==> config.mk <==
export PLATFORM = sky130hd
export DESIGN_NAME = rxf_output_framer
export DESIGN_NICKNAME = d
export VERILOG_FILES = /design/src/hdl/rxf_pkg.sv /design/src/hdl/rxf_status_encode.sv /design/src/hdl/rxf_output_framer.sv
export SDC_FILE = /design/constraint.sdc
export NUM_CORES = 1
export LEC_CHECK = 0
export BUFFER_PORTS_ARGS = -buffer_cell sky130_fd_sc_hd__buf_2
export CAP_MARGIN = 30
export CORE_ASPECT_RATIO = 1.5
export CORE_MARGIN = 1.5
export CORE_UTILIZATION = 48
export CTS_CLUSTER_DIAMETER = 150
export DETAILED_ROUTE_END_ITERATION = 10
export PLACE_DENSITY = 0.75
export SYNTH_ARGS = -nofsm -noshare
export SYNTH_HDL_FRONTEND = slang
export SYNTH_SLANG_ARGS = --single-unit
==> constraint.sdc <==
create_clock -name clock_in -period 2.2 [get_ports clock_in]
set_clock_uncertainty 0.15 [all_clocks]
set_input_delay 0.33 -clock clock_in [delete_from_list [all_inputs] [get_ports clock_in]]
set_output_delay 0.33 -clock clock_in [all_outputs]
set_load 0.01 [all_outputs]
==> src/hdl/rxf_pkg.sv <==
// Constants, field layouts and types of the receive output framing block
package rxf_pkg;
  // Register byte offsets on the APB bus
  localparam logic [11:0] ADDR_CTRL = 12'h000;
  localparam logic [11:0] ADDR_STATE = 12'h004;
  localparam logic [11:0] ADDR_INT_STATUS = 12'h008;
  localparam logic [11:0] ADDR_INT_ENABLE = 12'h00c;
  localparam logic [11:0] ADDR_INT_CLEAR = 12'h010;
  // Control register layout
  localparam int CTRL_W = 9;
  localparam int CTRL_DEC_LSB = 0;
  localparam int CTRL_FMODE_BIT = 2;
  localparam int CTRL_HALF_BIT = 3;
  localparam int CTRL_CKSEL_LSB = 4;
  localparam int CTRL_FON_BIT = 6;
  localparam int CTRL_PAT_BIT = 7;
  localparam int CTRL_BIST_BIT = 8;
  localparam logic [8:0] CTRL_RESET = 9'h000;
  localparam logic [1:0] DEC_BYPASS = 2'h0;
  localparam logic [1:0] CKSEL_REF = 2'h0;
  // Interrupt bit layout
  localparam int INT_W = 4;
  localparam int INT_FRAMING = 0;
  localparam int INT_SYNC_LOST = 1;
  localparam int INT_VIOL = 2;
  localparam int INT_ADJUST = 3;
  localparam logic [3:0] INT_RESET = 4'h0;
  // Character status codes, decoder running
  localparam logic [2:0] ST_NORMAL = 3'h0;
  localparam logic [2:0] ST_SPECIAL = 3'h1;
  localparam logic [2:0] ST_ELASTIC = 3'h2;
  localparam logic [2:0] ST_FRAMING = 3'h3;
  localparam logic [2:0] ST_VIOL = 3'h4;
  localparam logic [2:0] ST_SYNC_LOST = 3'h5;
  localparam logic [2:0] ST_DISPARITY = 3'h6;
  // Character status codes, receive self-test running
  localparam logic [2:0] BIST_DATA = 3'h0;
  localparam logic [2:0] BIST_CMD = 3'h1;
  localparam logic [2:0] BIST_LAST_GOOD = 3'h2;
  localparam logic [2:0] BIST_LAST_BAD = 3'h4;
  localparam logic [2:0] BIST_START = 3'h5;
  localparam logic [2:0] BIST_ERROR = 3'h6;
  // Framing patterns, bit 0 is symbol bit a
  localparam logic [6:0] COMMA_POS = 7'h7c;
  localparam logic [6:0] COMMA_NEG = 7'h03;
  localparam logic [9:0] FULL_POS = 10'h17c;
  localparam logic [9:0] FULL_NEG = 10'h283;
  // Low phase forced on the output clock when it is stretched
  localparam int CLK_PERIOD_NS = 5;
  localparam int STRETCH_LOW_NS = 10;
  localparam int STRETCH_CYC = (STRETCH_LOW_NS + CLK_PERIOD_NS - 1) / CLK_PERIOD_NS;
  localparam logic [2:0] STRETCH_LAST = 3'(STRETCH_CYC - 1);
  localparam int SYNC_W = 29;
  typedef enum logic [0:0] {CK_RUN, CK_STRETCH} rxf_ck_state_t;
endpackage

==> src/hdl/rxf_status_encode.sv <==
// Priority encoder of the three character status bits
`timescale 1ns/1ps
`default_nettype none
module rxf_status_encode (
  input wire logic bist_mode_in, // Receive self-test enabled
  input wire logic framing_in, // Framing character seen
  input wire logic special_in, // Valid special code
  input wire logic code_viol_in, // Undecodable character
  input wire logic disparity_in, // Running disparity error
  input wire logic elastic_in, // Elasticity buffer error
  input wire logic sync_lost_in, // Synchronisation lost
  input wire logic bist_start_in, // Self-test not yet comparing
  input wire logic bist_error_in, // Self-test mismatch
  input wire logic bist_last_bad_in, // Last self-test character bad
  input wire logic bist_last_good_in, // Last self-test character good
  input wire logic bist_cmd_in, // Self-test command compared
  output logic [2:0] code_out // Highest priority status
);
  // Only the most severe condition is reported; valid codes come last
  always_comb
  begin
    if (bist_mode_in)
    begin
      if (bist_start_in) code_out = rxf_pkg::BIST_START;
      else if (bist_error_in) code_out = rxf_pkg::BIST_ERROR;
      else if (bist_last_bad_in) code_out = rxf_pkg::BIST_LAST_BAD;
      else if (bist_last_good_in) code_out = rxf_pkg::BIST_LAST_GOOD;
      else if (bist_cmd_in) code_out = rxf_pkg::BIST_CMD;
      else code_out = rxf_pkg::BIST_DATA;
    end
    else if (sync_lost_in) code_out = rxf_pkg::ST_SYNC_LOST;
    else if (elastic_in) code_out = rxf_pkg::ST_ELASTIC;
    else if (code_viol_in) code_out = rxf_pkg::ST_VIOL;
    else if (framing_in) code_out = rxf_pkg::ST_FRAMING;
    else if (disparity_in) code_out = rxf_pkg::ST_DISPARITY;
    else if (special_in) code_out = rxf_pkg::ST_SPECIAL;
    else code_out = rxf_pkg::ST_NORMAL;
  end
endmodule
`default_nettype wire

==> src/hdl/rxf_output_framer.sv <==
// Receive channel output register formatter and framing aligner
// What this block does
// - Bypass mode: a,b on status bits 1,0; c..j on data 0..7; detect on status 2.
// - Framing detect high only for the selected framing character, else low.
// - Low-latency, half rate, non-reference clock: stretch clock so it rises on framing.
// - Standard framer, half rate: clock untouched, add or drop one pipeline stage.
// - Boundary adjustment happens only while the framer is on.
// - Framer off: no adjustment; detect may sit on the complementary clock edge.
// - Decoder on: every character carries three status bits.
// - Self-test status shown whenever self-test runs, decoder on or bypassed.
// - Only the highest priority condition of a character is reported.
// - Code 000 marks a normal data character.
// - During self-test code 000 marks a correctly compared data character.
// - Code 001 marks a valid special code, or a compared command in self-test.
// - Decoder mid or high: data outputs carry decoded data, status the code.
// - Code 101 marks a character lost to synchronisation loss.
//
// The placing of the registers and the APB interface to the registers were left to the implementer.
`timescale 1ns/1ps
`default_nettype none
module rxf_output_framer (
  input wire logic clock_in, // 200 MHz system clock
  input wire logic rst_n_in, // Synchronous reset, active low
  input wire logic psel, // APB select
  input wire logic penable, // APB access phase
  input wire logic pwrite, // APB write
  input wire logic [11:0] paddr, // APB byte address
  input wire logic [31:0] pwdata, // APB write data
  output logic [31:0] prdata, // APB read data
  output logic pready, // APB ready
  output logic pslverr, // APB error, unmapped address
  input wire logic link_clk_in, // Character clock of the receive path
  input wire logic [9:0] raw_symbol_in, // Framed 10-bit symbol, bit 0 is a
  input wire logic [7:0] dec_data_in, // Decoded data byte
  input wire logic special_in, // Valid special code
  input wire logic code_viol_in, // Undecodable character
  input wire logic disparity_in, // Running disparity error
  input wire logic elastic_in, // Elasticity buffer error
  input wire logic sync_lost_in, // Synchronisation lost
  input wire logic bist_start_in, // Self-test not yet comparing
  input wire logic bist_error_in, // Self-test mismatch
  input wire logic bist_last_bad_in, // Last self-test character bad
  input wire logic bist_last_good_in, // Last self-test character good
  input wire logic bist_cmd_in, // Self-test command compared
  output logic [7:0] rx_data_out, // Output register data
  output logic [2:0] rx_status_bits_out, // Output register status
  output logic framing_char_detect_out, // Shown character is framing
  output logic rx_output_clock_true_out, // Output clock
  output logic rx_output_clock_comp_out, // Complementary output clock
  output logic irq_out // Level interrupt
);
  logic [8:0] ctrl_r;
  logic [3:0] int_status_r, int_enable_r;
  logic [28:0] meta_r, sync_r;
  logic link_prev_r, char_stb;
  logic [9:0] sym;
  logic [7:0] dat;
  logic bypass, half, low_lat, framer_on, bist_mode;
  logic det_new, would_rise, wrong, adj_std, adj_stretch;
  logic [2:0] code_new;
  logic [21:0] word_new, stage_r, hold_r, word_sel;
  logic delay_sel_r;
  logic [9:0] raw_shown_r;
  rxf_pkg::rxf_ck_state_t ck_state_r;
  logic [2:0] cnt_r;
  logic load_now, load_q;
  logic [3:0] events;
  logic apb_acc, apb_wr;
  logic [31:0] rd_val;
  logic rd_err;

  // Compare a symbol against the selected framing pattern
  function automatic logic frame_match(input logic [9:0] s, input logic full);
    if (full)
      frame_match = (s == rxf_pkg::FULL_POS) || (s == rxf_pkg::FULL_NEG);
    else
      frame_match = (s[6:0] == rxf_pkg::COMMA_POS) || (s[6:0] == rxf_pkg::COMMA_NEG);
  endfunction

  // Control fields
  assign bypass = ctrl_r[rxf_pkg::CTRL_DEC_LSB +: 2] == rxf_pkg::DEC_BYPASS;
  assign low_lat = !ctrl_r[rxf_pkg::CTRL_FMODE_BIT];
  assign half = ctrl_r[rxf_pkg::CTRL_HALF_BIT];
  assign framer_on = ctrl_r[rxf_pkg::CTRL_FON_BIT];
  assign bist_mode = ctrl_r[rxf_pkg::CTRL_BIST_BIT];

  // Two-flop synchroniser for everything arriving from the link side
  always_ff @(posedge clock_in)
  begin
    if (!rst_n_in)
    begin
      meta_r <= '0;
      sync_r <= '0;
      link_prev_r <= 1'b0;
    end
    else
    begin
      meta_r <= {link_clk_in, raw_symbol_in, dec_data_in, special_in, code_viol_in,
                 disparity_in, elastic_in, sync_lost_in, bist_start_in, bist_error_in,
                 bist_last_bad_in, bist_last_good_in, bist_cmd_in};
      sync_r <= meta_r;
      link_prev_r <= sync_r[28];
    end
  end

  // Take the character at the link falling edge, mid-character, where data is settled
  assign char_stb = link_prev_r && !sync_r[28];
  assign sym = sync_r[27:18];
  assign dat = sync_r[17:10];
  assign det_new = frame_match(sym, ctrl_r[rxf_pkg::CTRL_PAT_BIT]);

  rxf_status_encode u_enc (
    .bist_mode_in(bist_mode),
    .framing_in(det_new),
    .special_in(sync_r[9]),
    .code_viol_in(sync_r[8]),
    .disparity_in(sync_r[7]),
    .elastic_in(sync_r[6]),
    .sync_lost_in(sync_r[5]),
    .bist_start_in(sync_r[4]),
    .bist_error_in(sync_r[3]),
    .bist_last_bad_in(sync_r[2]),
    .bist_last_good_in(sync_r[1]),
    .bist_cmd_in(sync_r[0]),
    .code_out(code_new)
  );

  // Word layout: raw symbol, detect, data byte, status bits
  always_comb
  begin
    if (bypass && !bist_mode)
      word_new = {sym, det_new, sym[9:2], det_new, sym[0], sym[1]};
    else if (bypass)
      word_new = {sym, det_new, sym[9:2], code_new};
    else
      word_new = {sym, det_new, dat, code_new};
  end

  // Alignment decision for a framing character now arriving
  assign would_rise = !half || !rx_output_clock_true_out;
  assign wrong = det_new && (delay_sel_r ? would_rise : !would_rise);
  assign adj_std = char_stb && half && framer_on && !low_lat && wrong;
  assign adj_stretch = char_stb && half && framer_on && low_lat && !would_rise
                       && det_new && (ctrl_r[rxf_pkg::CTRL_CKSEL_LSB +: 2] != rxf_pkg::CKSEL_REF);
  // The select flips in the same load, so a dropped stage shows the framing char at once
  assign word_sel = (delay_sel_r ^ adj_std) ? stage_r : word_new;
  assign load_now = (char_stb && !adj_stretch && ck_state_r == rxf_pkg::CK_RUN)
                    || (ck_state_r == rxf_pkg::CK_STRETCH && cnt_r == 3'h0);

  // One pipeline stage, added or dropped by the standard framer
  always_ff @(posedge clock_in)
  begin
    if (!rst_n_in)
    begin
      stage_r <= '0;
      delay_sel_r <= 1'b0;
    end
    else if (char_stb)
    begin
      stage_r <= word_new;
      if (low_lat)
        delay_sel_r <= 1'b0;
      else if (adj_std)
        delay_sel_r <= !delay_sel_r;
    end
  end

  // Output clock: half rate toggles per character, stretched low in low-latency mode
  always_ff @(posedge clock_in)
  begin
    if (!rst_n_in)
    begin
      ck_state_r <= rxf_pkg::CK_RUN;
      cnt_r <= 3'h0;
      hold_r <= '0;
      rx_output_clock_true_out <= 1'b0;
    end
    else if (ck_state_r == rxf_pkg::CK_STRETCH)
    begin
      if (cnt_r == 3'h0)
      begin
        ck_state_r <= rxf_pkg::CK_RUN;
        rx_output_clock_true_out <= 1'b1;
      end
      else
        cnt_r <= cnt_r - 3'h1;
    end
    else if (adj_stretch)
    begin
      ck_state_r <= rxf_pkg::CK_STRETCH;
      cnt_r <= rxf_pkg::STRETCH_LAST;
      hold_r <= word_new;
      rx_output_clock_true_out <= 1'b0;
    end
    else if (char_stb)
      rx_output_clock_true_out <= half ? !rx_output_clock_true_out : 1'b1;
    else if (!half && !link_prev_r && sync_r[28])
      rx_output_clock_true_out <= 1'b0;
  end
  assign rx_output_clock_comp_out = !rx_output_clock_true_out;

  // Data and status loaded as one pair
  always_ff @(posedge clock_in)
  begin
    if (!rst_n_in)
    begin
      rx_data_out <= 8'h00;
      rx_status_bits_out <= 3'h0;
      framing_char_detect_out <= 1'b0;
      raw_shown_r <= 10'h000;
      load_q <= 1'b0;
    end
    else
    begin
      load_q <= load_now;
      if (load_now)
      begin
        {raw_shown_r, framing_char_detect_out, rx_data_out, rx_status_bits_out} <=
          (ck_state_r == rxf_pkg::CK_STRETCH) ? hold_r : word_sel;
      end
    end
  end

  // Events of each accepted character
  assign events[rxf_pkg::INT_FRAMING] = char_stb && det_new;
  assign events[rxf_pkg::INT_SYNC_LOST] = char_stb && !bist_mode && sync_r[5];
  assign events[rxf_pkg::INT_VIOL] = char_stb && !bist_mode && (sync_r[8] || sync_r[7]);
  assign events[rxf_pkg::INT_ADJUST] = adj_std || adj_stretch;

  // APB: one wait state so read data comes from a flop
  assign apb_acc = psel && penable;
  assign apb_wr = apb_acc && pwrite && pready;
  always_comb
  begin
    rd_val = 32'h0000_0000;
    rd_err = 1'b0;
    unique case (paddr)
      rxf_pkg::ADDR_CTRL: rd_val = {23'h000000, ctrl_r};
      rxf_pkg::ADDR_STATE: rd_val = {26'h0000000, rx_output_clock_true_out, delay_sel_r,
                                     framing_char_detect_out, rx_status_bits_out};
      rxf_pkg::ADDR_INT_STATUS: rd_val = {28'h0000000, int_status_r};
      rxf_pkg::ADDR_INT_ENABLE: rd_val = {28'h0000000, int_enable_r};
      rxf_pkg::ADDR_INT_CLEAR: rd_val = 32'h0000_0000;
      default: rd_err = 1'b1;
    endcase
  end

  always_ff @(posedge clock_in)
  begin
    if (!rst_n_in)
    begin
      pready <= 1'b0;
      prdata <= 32'h0000_0000;
      pslverr <= 1'b0;
    end
    else
    begin
      pready <= apb_acc && !pready;
      prdata <= (apb_acc && !pready && !pwrite) ? rd_val : 32'h0000_0000;
      pslverr <= apb_acc && !pready && rd_err;
    end
  end

  // Writable registers
  always_ff @(posedge clock_in)
  begin
    if (!rst_n_in)
    begin
      ctrl_r <= rxf_pkg::CTRL_RESET;
      int_enable_r <= rxf_pkg::INT_RESET;
    end
    else if (apb_wr && paddr == rxf_pkg::ADDR_CTRL)
      ctrl_r <= pwdata[8:0];
    else if (apb_wr && paddr == rxf_pkg::ADDR_INT_ENABLE)
      int_enable_r <= pwdata[3:0];
  end

  // Sticky status; a new event beats a clear in the same cycle
  always_ff @(posedge clock_in)
  begin
    if (!rst_n_in)
      int_status_r <= rxf_pkg::INT_RESET;
    else if (apb_wr && paddr == rxf_pkg::ADDR_INT_CLEAR)
      int_status_r <= (int_status_r & ~pwdata[3:0]) | events;
    else
      int_status_r <= int_status_r | events;
  end
  assign irq_out = |(int_status_r & int_enable_r);

  property p_bypass_map;
    @(posedge clock_in) disable iff (!rst_n_in)
    load_q && $past(bypass) && !$past(bist_mode) |->
      rx_status_bits_out[2] == framing_char_detect_out
      && rx_data_out == raw_shown_r[9:2] && rx_status_bits_out[1] == raw_shown_r[0];
  endproperty
  a_bypass_map: assert property (p_bypass_map) else $error("bypass mapping wrong");
  property p_det_match;
    @(posedge clock_in) disable iff (!rst_n_in)
    load_q && $stable(ctrl_r) |->
      framing_char_detect_out == frame_match(raw_shown_r, ctrl_r[rxf_pkg::CTRL_PAT_BIT]);
  endproperty
  a_det_match: assert property (p_det_match) else $error("detect flag mismatch");
  property p_stretch;
    @(posedge clock_in) disable iff (!rst_n_in)
    adj_stretch |=> !rx_output_clock_true_out [*2] ##1
      (rx_output_clock_true_out && framing_char_detect_out);
  endproperty
  a_stretch: assert property (p_stretch) else $error("stretch not aligned");
  property p_std_clock;
    @(posedge clock_in) disable iff (!rst_n_in)
    adj_std |=> rx_output_clock_true_out != $past(rx_output_clock_true_out)
      && delay_sel_r != $past(delay_sel_r);
  endproperty
  a_std_clock: assert property (p_std_clock) else $error("standard adjust wrong");
  property p_adj_on;
    @(posedge clock_in) disable iff (!rst_n_in)
    (adj_std || adj_stretch) |-> framer_on;
  endproperty
  a_adj_on: assert property (p_adj_on) else $error("adjust with framer off");
  property p_off_hold;
    @(posedge clock_in) disable iff (!rst_n_in)
    !framer_on && !low_lat && ck_state_r == rxf_pkg::CK_RUN |=> $stable(delay_sel_r)
      && ck_state_r == rxf_pkg::CK_RUN;
  endproperty
  a_off_hold: assert property (p_off_hold) else $error("boundary moved with framer off");
  property p_bist_start;
    @(posedge clock_in) disable iff (!rst_n_in)
    char_stb && bist_mode && sync_r[4] |-> code_new == rxf_pkg::BIST_START;
  endproperty
  a_bist_start: assert property (p_bist_start) else $error("self-test status lost");
  property p_prio;
    @(posedge clock_in) disable iff (!rst_n_in)
    char_stb && !bist_mode && sync_r[7] |->
      code_new != rxf_pkg::ST_NORMAL && code_new != rxf_pkg::ST_SPECIAL;
  endproperty
  a_prio: assert property (p_prio) else $error("disparity error shown valid");
  property p_normal;
    @(posedge clock_in) disable iff (!rst_n_in)
    char_stb && !bist_mode && !det_new && sync_r[9:5] == 5'h00 |->
      code_new == rxf_pkg::ST_NORMAL;
  endproperty
  a_normal: assert property (p_normal) else $error("normal code wrong");
  property p_sync_lost;
    @(posedge clock_in) disable iff (!rst_n_in)
    char_stb && !bist_mode && sync_r[5] |-> code_new == rxf_pkg::ST_SYNC_LOST;
  endproperty
  a_sync_lost: assert property (p_sync_lost) else $error("sync loss not top");
  property p_irq;
    @(posedge clock_in) disable iff (!rst_n_in)
    events[rxf_pkg::INT_FRAMING] && int_enable_r[rxf_pkg::INT_FRAMING] |=> irq_out;
  endproperty
  a_irq: assert property (p_irq) else $error("interrupt missed");
  c_stretch: cover property (@(posedge clock_in) disable iff (!rst_n_in) adj_stretch);
  c_std: cover property (@(posedge clock_in) disable iff (!rst_n_in) adj_std);
  c_sync: cover property (@(posedge clock_in) disable iff (!rst_n_in)
    events[rxf_pkg::INT_SYNC_LOST]);
  c_irq: cover property (@(posedge clock_in) disable iff (!rst_n_in) $rose(irq_out));
endmodule
`default_nettype wire

# --- After elaboration in Yosys (flattened, before gate mapping) ---
# Cells that the tools add are included.
word_totals:
  input_bits: 78
  word_cells: 133
  register_bits: 152
  out_inout_bits: 49
op_classes:
  bitwise: 8
  mux: 35
  reduce_logical: 60
  eq_ne: 11
  addsub: 1
ops:
  columns: ["operator", "count"]
  rows:
  - ["$mux 3", 13]
  - ["$pmux 9 s4", 1]
  - ["$logic_and 1x1->1", 29]
  - ["$eq 12x4->1 const B", 2]
  - ["$mux 12", 2]
  - ["$mux 11", 2]
  - ["$mux 1", 16]
  - ["$eq 12x3->1 const B", 1]
  - ["$eq 12x5->1 const B", 1]
  - ["$logic_not 12->1", 1]
  - ["$reduce_and 2->1", 6]
  - ["$logic_not 1->1", 11]
  - ["$eq 10x10->1 const B", 1]
  - ["$eq 10x9->1 const B", 1]
  - ["$and 4x4->4", 2]
  - ["$or 4x4->4", 2]
  - ["$eq 7x2->1 const B", 1]
  - ["$eq 7x7->1 const B", 1]
  - ["$logic_or 1x1->1", 6]
  - ["$reduce_or 5->1", 1]
  - ["$mux 4", 1]
  - ["$ne 2x1->1 const B", 2]
  - ["$not 4->4", 1]
  - ["$reduce_bool 2->1", 2]
  - ["other kinds (8)", 9]

# --- Longest topological paths before layout ---
# Gate-level depths: netlist (run 1).
depth:
  word_depth: 12
  depth_mapped: 9
  mapped_depth_nobuf: 8

# --- Cells and area by module ---
# From an unflattened synthesis (run 1), not the netlist that was laid out.
unflattened:
  cells_unflattened: 547
  area_unflattened_um2: 5398.9
by_module_without_submodules:
  columns: ["mod", "instances", "seq_area_each_um2", "cells_each", "area_each_um2"]
  rows:
  - ["rxf_output_framer", 1, 2582.5, 531, 5300.1]
  - ["rxf_status_encode", 1, 0.0, 16, 98.8]

# --- Least setup slack after synthesis (run 1) ---
# OpenSTA, ideal clock, no wires.
synth_timing:
  kind: "register to register"
  from: "reg sync_r[25]"
  to: "reg framing_char_detect_out"
  setup_slack_ps: -113
  n_path_buf: 1
  setup_ps: 119
  synth_period_minus_slack_ps: 2313
  t_required_ps: 1931
  path_stages_with_launch: 8
  t_arrival_ps: 2044
  cell_sequence: "dfxtp_1 or3b_1 a2111oi_4 o21ai_2 o211ai_2 buf_4 inv_1 o221a_2"
synth_between:
  elab_chain_cells: 9
  word_cells_on_any_way: 15
  cone_classes: "2 x eq/ne; 3 x mux; 1 x bitwise; 9 x reduce/logical"
synth_rtl:
  columns: ["item", "line", "rtl"]
  rows:
  - ["start: declaration", "rxf_output_framer.sv:54", "logic [28:0] meta_r, sync_r;"]
  - ["start signal: assignment", "rxf_output_framer.sv:101", "sync_r <= meta_r;"]
  - ["$eq 10x9->1 / $eq 10x10->1 (equally long branches)", "rxf_output_framer.sv:75", "frame_match = (s == rxf_pkg::FULL_POS) || (s == rxf_pkg::FULL_NEG);"]
  - ["$logic_or 1x1->1 *", "rxf_output_framer.sv:75", null]
  - ["$mux 1 *", "rxf_output_framer.sv:74", "if (full)"]
  - ["branches (longest 6 deep; another with $mux 12)", null, null]
  - ["end signal: assignment", "rxf_output_framer.sv:218", "{raw_shown_r, framing_char_detect_out, rx_data_out, rx_status_bits_out} <="]
  - ["end: declaration", "rxf_output_framer.sv:47", "output logic framing_char_detect_out,"]
# Mark *: on every way between the ends.
# A chain may end at the register's enable or synchronous reset.

# --- Worst setup path after layout (run 1) ---
layout_timing:
  from: "reg sync_r[25]"
  to: "reg rx_status_bits_out[1]"
layout_between:
  elab_chain_cells: 12
  word_cells_on_any_way: 22
  cone_classes: "2 x eq/ne; 10 x mux; 1 x bitwise; 9 x reduce/logical"
layout_rtl:
  columns: ["item", "line", "rtl"]
  rows:
  - ["$eq 10x9->1 / $eq 10x10->1 (equally long branches)", "rxf_output_framer.sv:75", null]
  - ["$logic_or 1x1->1 *", "rxf_output_framer.sv:75", null]
  - ["$mux 1 *", "rxf_output_framer.sv:74", null]
  - ["$mux 3", "rxf_status_encode.sv:34", "else if (framing_in) code_out = rxf_pkg::ST_FRAMING;"]
  - ["$mux 3", "rxf_status_encode.sv:33", "else if (code_viol_in) code_out = rxf_pkg::ST_VIOL;"]
  - ["$mux 3", "rxf_status_encode.sv:32", "else if (elastic_in) code_out = rxf_pkg::ST_ELASTIC;"]
  - ["$mux 3", "rxf_status_encode.sv:31", "else if (sync_lost_in) code_out = rxf_pkg::ST_SYNC_LOST;"]
  - ["$mux 3", "rxf_status_encode.sv:22", "if (bist_mode_in)"]
  - ["$mux 11", "rxf_output_framer.sv:133", "else if (bypass)"]
  - ["$mux 11", "rxf_output_framer.sv:131", "if (bypass && !bist_mode)"]
  - ["$mux 12", "rxf_output_framer.sv:146", "assign word_sel = (delay_sel_r ^ adj_std) ? stage_r : word_new;"]
  - ["$mux 12", "rxf_output_framer.sv:219", "(ck_state_r == rxf_pkg::CK_STRETCH) ? hold_r : word_sel;"]
  - ["end signal: assignment", "rxf_output_framer.sv:218", null]
  - ["end: declaration", "rxf_output_framer.sv:46", "output logic [2:0] rx_status_bits_out,"]
# Every way passes the cells marked *; elsewhere a longest branch is shown, timed or not.

==> results of run 1 <==
-- power breakdown --
part           internal, uW  switching (uW)
Combinational           164             151
Clock                  1900             971
Sequential             2400            32.5
-- worst register-to-register path: cells and delay by family (launching register included) --
| family | cells | cell delay, ns |
|---|---|---|
| and+or+nand+nor | 1 | 0.40 |
| DFF | 1 | 0.32 |
| buffers and inverters | 3 | 0.40 |
| AOI/OAI and AO/OA | 4 | 0.92 |
-- what timing repair did --
action | 4_1_cts | 5_1_grt
pin swaps | 13 | 14
gates cloned | 2 | 0
endpoints found under the setup margin | 23 | 33
hold buffers | 29 | 0
resized for setup | 33 | 33
setup buffers | 1 | 1
hold endpoints to repair | 29 | 0
-- cell type report --
cell class | count | area [um^2] | area share [%]
Timing Repair Buffer | 159 | 1130 | 15.45
Clock inverter | 9 | 128.9 | 1.763
Sequential cell | 129 | 2585 | 35.36
Inverter | 15 | 58.81 | 0.8044
Tap cell | 147 | 183.9 | 2.516
Clock buffer | 23 | 488.0 | 6.675
Multi-Input combinational cell | 382 | 2736 | 37.43
-- per-layer routing --
metal | part of all wire [%] | wire, um | vias up | GRT usage (%)
met3 | 4.4 | 563 | 42 | 5.072
met1 | 39 | 4971 | 2130 | 26.11
met2 | 53 | 6776 | 170 | 38.60
li1 | - | - | 2218 | -
met5 | 0 | 0 | - | 0
met4 | 3.7 | 467 | 0 | 12.91
-- synth_stat cells, drive strengths merged (2+ instances only) --
master and count:
nor4b 4, o221ai 2, a21oi 23, a2bb2oi 9
dfxtp 129, nand3 5, o211ai 2, nor3 9
a2111oi 2, o22ai 2, a31oi 11, nor2b 14
nand2b 10, nand4b 2, or2 3, a311oi 16
a22oi 2, o21bai 2, buf 29, nor4 13
o221a 2, or4 2, inv 15, o31ai 2
nor3b 4, ha 2, o31a 2, clkbuf 28
and2 61, mux4 4, mux2i 29, nor2 57
and3 5, o21ai 13, nand2 21, a21o 3
a211oi 9
-- flip-flops by register name (all words and copies together), names as in the netlist, 3 cells and up --
signal / cells
rx_data_out: 8
sync_r: 29
int_enable_r: 4
hold_r: 12
prdata: 9
rx_status_bits_out: 3
meta_r: 29
stage_r: 12
cnt_r: 3
int_status_r: 4
ctrl_r: 9
-- metrics by stage --
step / hold WS, ns / setup TNS [ns] / total power, uW / cell area [um^2]
final: 0.02017 / -1.199 / 5620 / 7311
after global routing: 0.01775 / -4.208 / 5803 / 7311
after CTS: 0.01076 / -1.433 / 5643 / 7142
after detailed placement: 0.2669 / -1.768 / 2742 / 6100
after global placement: 0.2658 / -1.128 / 2735 / 6100
after floorplan: 0.2611 / -0.08815 / 2656 / 5444
-- kinds of logic after synthesis --
logic type | share of synthesized area (%)
and+or+nand+nor | 22.09
DFF | 48.29
AOI/OAI and AO/OA | 14.51
buffers and inverters | 7.019
muxes | 7.394
adders and majority gates | 0.4679
other | 0.07012
xor gates and xnor gates | 0.1638
-- placed cells by master (no fill, tap or decap), types with 9 or more instances in the layout --
cell,netlist,layout
nand2b_1,10,10
clkbuf_16,0,17
dlygate4sd3_1,0,29
a21oi_1,23,12
a311oi_1,16,14
a31oi_1,11,9
nand2_1,21,20
dfxtp_1,129,127
mux2i_1,29,29
a21oi_2,0,11
a2bb2oi_1,9,9
o21ai_0,12,11
nor3_1,9,9
buf_4,25,40
conb_1,1,23
and2_1,61,61
inv_1,14,13
nor2_1,57,48
buf_2,2,80
-- worst max-delay path by stage --
stage	startpoint	end	slack, ns	depth (start not counted)
6_report	sync_r[25]	rx_status_bits_out[1]	-0.1	8
5_1_grt	sync_r[25]	hold_r[2]	-0.22	7
4_1_cts	sync_r[25]	rx_data_out[4]	-0.1	7
3_5_place_dp	paddr[8]	ctrl_r[6]	-0.14	8
3_3_place_gp	paddr[8]	ctrl_r[3]	-0.11	8
2_1_floorplan	sync_r[25]	rx_status_bits_out[1]	-0.04	7
==> metrics.md, run 1 <==
| Metric | Value |
|---|---|
| Pre-CTS WS | `-0.1356 ns` |
| Buffers on Ports | `80` |
| Area grow syn2layout | `36.71%` |
| Crit path time final | `2.297 ns` |
| Final setup viols | `24` |
| Worst path max stage delay | `0.40 ns` |
| Netlist Area Pre-Place | `0.005348 mm^2` |
| Max VDD drop | `0.6859 mV` |
| Vias in the first global route | `4527` |
| Layout Nets | `784` |
| Highest-delay cell along the critical path | `or3b_4` |
| Layout cells sized above 1 | `31.38%` |
| Leak | `0.003185 uW` |
| Max_cap viols | `0` |
| Number of diodes | `0` |
| Post-layout utilization of the core | `66.84%` |
| Top cell family by delay on the critical path | `compound AO/OA/AOI/OAI gates` |
| Avg Cell Area, Syn | `9.549 um^2` |
| Number of flops mapped to enable cells by yosys | `0` |
| Critical path's most frequent cell | `buf_6` |
| Post-Route WL | `12780 um` |
| Worst EP required | `2.34 ns` |
| Total clock sinks | `129` |
| CTS Buffer Depth | `2` |
| CTS clk-pin slew, worst paths | `0.05 ns` |
| WL per Instance | `14.79 um` |
| Gpl congestion | `0.8623` |
| Final Hold Vio Count | `0` |
| Yosys warnings | `0` |
| Critical path class | `reg2reg` |
| Final worst slack | `-0.09721 ns` |
| # rows | `47` |
| Critical R2R Launch | `sync_r[25]` |
| Fillers | `867` |
| Slew margin rel. | `58.98%` |
| Status | `finished, violations left` |
| Die H | `132.3 um` |
| Core footprint | `0.01094 mm^2` |
| Tcrit/Tclk final | `104.4%` |
| Initial core utilization | `48.89%` |
| Synth top area cells | `dfxtp_1, and2_1, mux2i_1, nor2_1, buf_4` |
| Pwr Density | `768.8 mW/mm^2` |
| First-pass GRT wire length | `21070 um` |
| Synth cell types | `61` |
| DR pass1 iterations | `5` |
| Reg2reg end | `rx_status_bits_out[1]` |
| Reg2Reg Depth | `8` |
| Remaining global-route overflow | `0` |
| RSZ-0062 raised after global routing | `yes` |
| Worst Path Buf+Inv | `3` |
| Largest net degree at the start of global routing | `66` |
| Worst Setup Start Kind | `flop` |
| WP data arrival | `2.44 ns` |
| Final non-filler cell total | `864` |
| Clk_lat worst skew | `0.41 ns` |
| Post-DP HPWL | `8476 um` |
| Fmax | `435.3 MHz` |
| Num CTS Buffers | `17` |
| Placed Instances | `799` |
| Worst Hold Class | `in2reg` |
| R2r setup slk | `-0.1 ns` |
| WHS Endpoint | `ctrl_r[4]` |
| Min-Delay Path Depth | `3` |
| I/O pins | `127` |
| Hold Startpoint | `pwdata[4]` |
| Synth async-reset ratio | `0%` |
| Die area | `0.01180 mm^2` |
| Seq/Total Area, Yosys | `48.29%` |
| Syn Inst Count | `560` |
| TritonCTS clock tree | `done` |
| Failing checks | `setup timing` |
| Via-to-Cell Ratio | `5.278` |
| Leading area contributor after synthesis | `dfxtp_1` |
| Slew @ Worst Pin | `0.5982 ns` |
| Initial DRC Count | `257` |
| Synth top area share | `48.29%` |
| Post-synth top flop | `dfxtp_1` |
| Worst path cell trace | `or3b_4 > a2111oi_4 > buf_6 > o21ai_4 > o211ai_2 > buf_6 > inv_4 > o221a_1` |
| Die W | `89.18 um` |
| Slew Viols, Final | `0` |
| Root Buffer | `clkbuf_16` |
| H-tree depth | `4` |
| Antenna-violating nets left | `0` |
| Overall routing resource usage | `22.95%` |
| FF+latch count, synth | `129` |
| Initial antenna violation count | `0` |
| CP Capture Type | `flop` |
| Total number of vias | `4560` |
| Residual DRC | `0` |
| Crit-path max FO | `6` |
Power figures use the tool's default switching activity.
==> run 2, diff against run 1 <==
==> constraint.sdc (replaced) <==
create_clock -name clock_in -period 2.2 [get_ports clock_in]
set_clock_uncertainty 0.15 [all_clocks]
set_input_delay 0.66 -clock clock_in [delete_from_list [all_inputs] [get_ports clock_in]]
set_output_delay 0.66 -clock clock_in [all_outputs]
set_load 0.01 [all_outputs]
==> run 2 against run 1 <==
  * The run still ends with setup timing left
  * Final area down 3.8%
  * Sequential power about the same
  * Register-to-register slack worse by 0.05 ns
  * Final cell count down 3.2%
  * Core utilization down 2.5 points
  * Clock power down 5%
  * Die area unchanged
  * Combinational power down 13%
  * Critical path type unchanged
  * Largest cell class unchanged
  * Largest power group unchanged
==> metrics.md, run 2 (synthesis results as in run 1) <==
| Metric | Value |
|---|---|
| Critical R2R Launch | `sync_r[25]` |
| Crit path time final | `2.349 ns (+0.05154 ns)` |
| Post-DP Area | `0.006147 mm^2 (+0.78%)` |
| Final worst slack | `-0.1487 ns (-0.05154 ns)` |
| # rows | `47 (unchanged)` |
| Worst EP required | `2.36 ns (+0.02 ns)` |
| Status | `finished, violations left` |
| H-tree depth | `4 (unchanged)` |
| Die H | `132.3 um (unchanged)` |
| Area grow syn2layout | `31.56%` |
| Worst Hold Class | `reg2reg` |
| Failing checks | `setup timing` |
| Initial core utilization | `48.89% (unchanged)` |
| Placed Instances | `799 (unchanged)` |
| Biggest regs | `meta_r x29, sync_r x29` |
| Critical path class | `reg2reg` |
| Core footprint | `0.01094 mm^2 (unchanged)` |
| Final Hold Vio Count | `0 (unchanged)` |
| Crit-path max FO | `8 (+2)` |
| CTS Buffer Depth | `2 (unchanged)` |
| Fmax | `425.8 MHz (-2.2%)` |
| Total clock sinks | `129 (unchanged)` |
| CTS clk-pin slew, worst paths | `0.06 ns (about the same)` |
| Commonest cells after routing, fill and taps aside | `dfxtp_1, buf_2, and2_1` |
| Fillers | `911 (+5.1%)` |
| Reg2Reg Depth | `8 (unchanged)` |
| Pwr Density | `771.5 mW/mm^2 (+0.36%)` |
| WP data arrival | `2.51 ns (+0.07 ns)` |
| Clk_lat worst skew | `0.41 ns (about the same)` |
| Gpl congestion | `0.8950 (+3.8%)` |
| Layout cells sized above 1 | `31.93% (+0.55 points)` |
| I/O pins | `127 (unchanged)` |
| Root Buffer | `clkbuf_16` |
| Antenna-violating nets left | `0 (unchanged)` |
| Buffers on Ports | `80 (unchanged)` |
| WL per Instance | `15.27 um (+3.3%)` |
| Num CTS Buffers | `17 (unchanged)` |
| Cts hold-fix bufs | `0 (-100%)` |
| RSZ-0062 raised after global routing | `yes` |
| Max VDD drop | `0.4911 mV (-28%)` |
| Overall routing resource usage | `22.13% (-0.83 points)` |
| Final setup viols | `10 (-58%)` |
| Total number of vias | `4498 (-1.4%)` |
| Largest net degree at the start of global routing | `66 (unchanged)` |
| Slew @ Worst Pin | `0.7169 ns (+0.1187 ns)` |
| Commonest non-fill, non-tap cell in the layout | `dfxtp_1` |
| Leak | `0.003039 uW (-4.6%)` |
| Tcrit/Tclk final | `106.8% (+2.3 points)` |
| DR pass1 iterations | `6 (+1)` |
| CP Capture Type | `flop` |
| Min-Delay Path Depth | `1 (-2)` |
| Die area | `0.01180 mm^2 (unchanged)` |
| Number of diodes | `0 (unchanged)` |
| Max_cap viols | `0 (unchanged)` |
| Worst Setup Start Kind | `flop` |
| First-pass GRT wire length | `20090 um (-4.6%)` |
| Final non-filler cell total | `836 (-3.2%)` |
| Via-to-Cell Ratio | `5.380 (+1.9%)` |
| Non-Filler Cell Area, Final | `0.007036 mm^2 (-3.8%)` |
| Setup TNS | `-0.6264 ns (+0.5730 ns)` |
| Residual DRC | `0 (unchanged)` |
| Die W | `89.18 um (unchanged)` |
| TritonCTS clock tree | `done` |
| WHS Endpoint | `sync_r[18]` |
| Pre-CTS WS | `-0.3985 ns (-0.2629 ns)` |
| Post-DP HPWL | `8717 um (+2.9%)` |
| Layout Nets | `756 (-3.6%)` |
| Slew margin rel. | `51.53% (-7.4 points)` |
| Initial antenna violation count | `0 (unchanged)` |
| Vias in the first global route | `4259 (-5.9%)` |
| R2r setup slk | `-0.15 ns (-0.05 ns)` |
| Hold Startpoint | `meta_r[18]` |
| Remaining global-route overflow | `0 (unchanged)` |
| Post-Route WL | `12770 um (about the same)` |
| Initial DRC Count | `311 (+21%)` |
| Slew Viols, Final | `0 (unchanged)` |
| Reg2reg end | `rx_data_out[2]` |
run 2: cell count changes in the layout (fill, tap and decap cells not counted), moves of 5 or more:
cell,previous run,this run
a2bb2oi_2,0,6
a21oi_2,11,2
dlygate4sd3_1,29,0
a21oi_1,12,21
nor2_4,6,1
nor2_1,48,56
a2bb2oi_1,9,3
run 2: layer usage:
| layer | GRT usage, % | vias to the layer above | part of all wire [%] |
|---|---|---|---|
| li1 | - | 2164 | - |
| met1 | 24.94 | 2065 | 38 |
| met5 | 0 | - | 0 |
| met3 | 5.823 | 53 | 6.1 |
| met2 | 36.93 | 216 | 52 |
| met4 | 12.22 | 0 | 4.5 |
run 2: worst max-delay path by stage:
stage	start	to	slack, ns	cells after the start
after floorplan	paddr[8]	ctrl_r[0]	-0.17	7
after global placement	paddr[8]	int_enable_r[1]	-0.34	8
after detailed placement	paddr[8]	int_enable_r[0]	-0.40	8
after CTS	sync_r[25]	rx_status_bits_out[1]	-0.08	7
after global routing	sync_r[26]	rx_data_out[2]	-0.28	8
final	sync_r[25]	rx_data_out[2]	-0.15	8
run 2: what timing repair did:
action / 4_1_cts / 5_1_grt
gates resized for setup: 21 / 29
setup buffers: 3 / 2
endpoints found under the setup margin: 13 / 42
pin swaps: 6 / 12
hold endpoints to repair: 0 / 0
run 2: through the flow:
stage | total power (uW) | util, % | hold slack, ns
after CTS | 5460 | 62.73 | 0.2797
after detailed placement | 2740 | 56.20 | 0.2677
after global placement | 2732 | 56.20 | 0.2660
final | 5428 | 64.32 | 0.2763
after floorplan | 2658 | - | 0.2611
after global routing | 5618 | 64.32 | 0.2851
run 2: layout make-up:
type / instances / area (um^2) / share of cell area [%]
multi-input combinational: 381 / 2755 / 39.16
sequential: 129 / 2586 / 36.76
timing repair buffer: 132 / 870.8 / 12.38
clock buffer: 22 / 474.2 / 6.740
tap: 147 / 183.9 / 2.614
clock inverter: 10 / 108.9 / 1.547
inverter: 15 / 56.30 / 0.8003
run 2: worst max-delay path, stage by stage (launching register included):
cell,delay [ns]
dfxtp_2,0.32
or3b_4,0.40
a2111oi_4,0.32
buf_4,0.22
o21ai_4,0.09
buf_12,0.15
a2bb2oi_1,0.23
a311oi_1,0.10
a311oi_1,0.29
run 2: where the power goes:
group	internal (uW)	switching [uW]	total [uW]
clock network	1750	968	2720
logic	126	149	275
registers	2400	32.6	2440
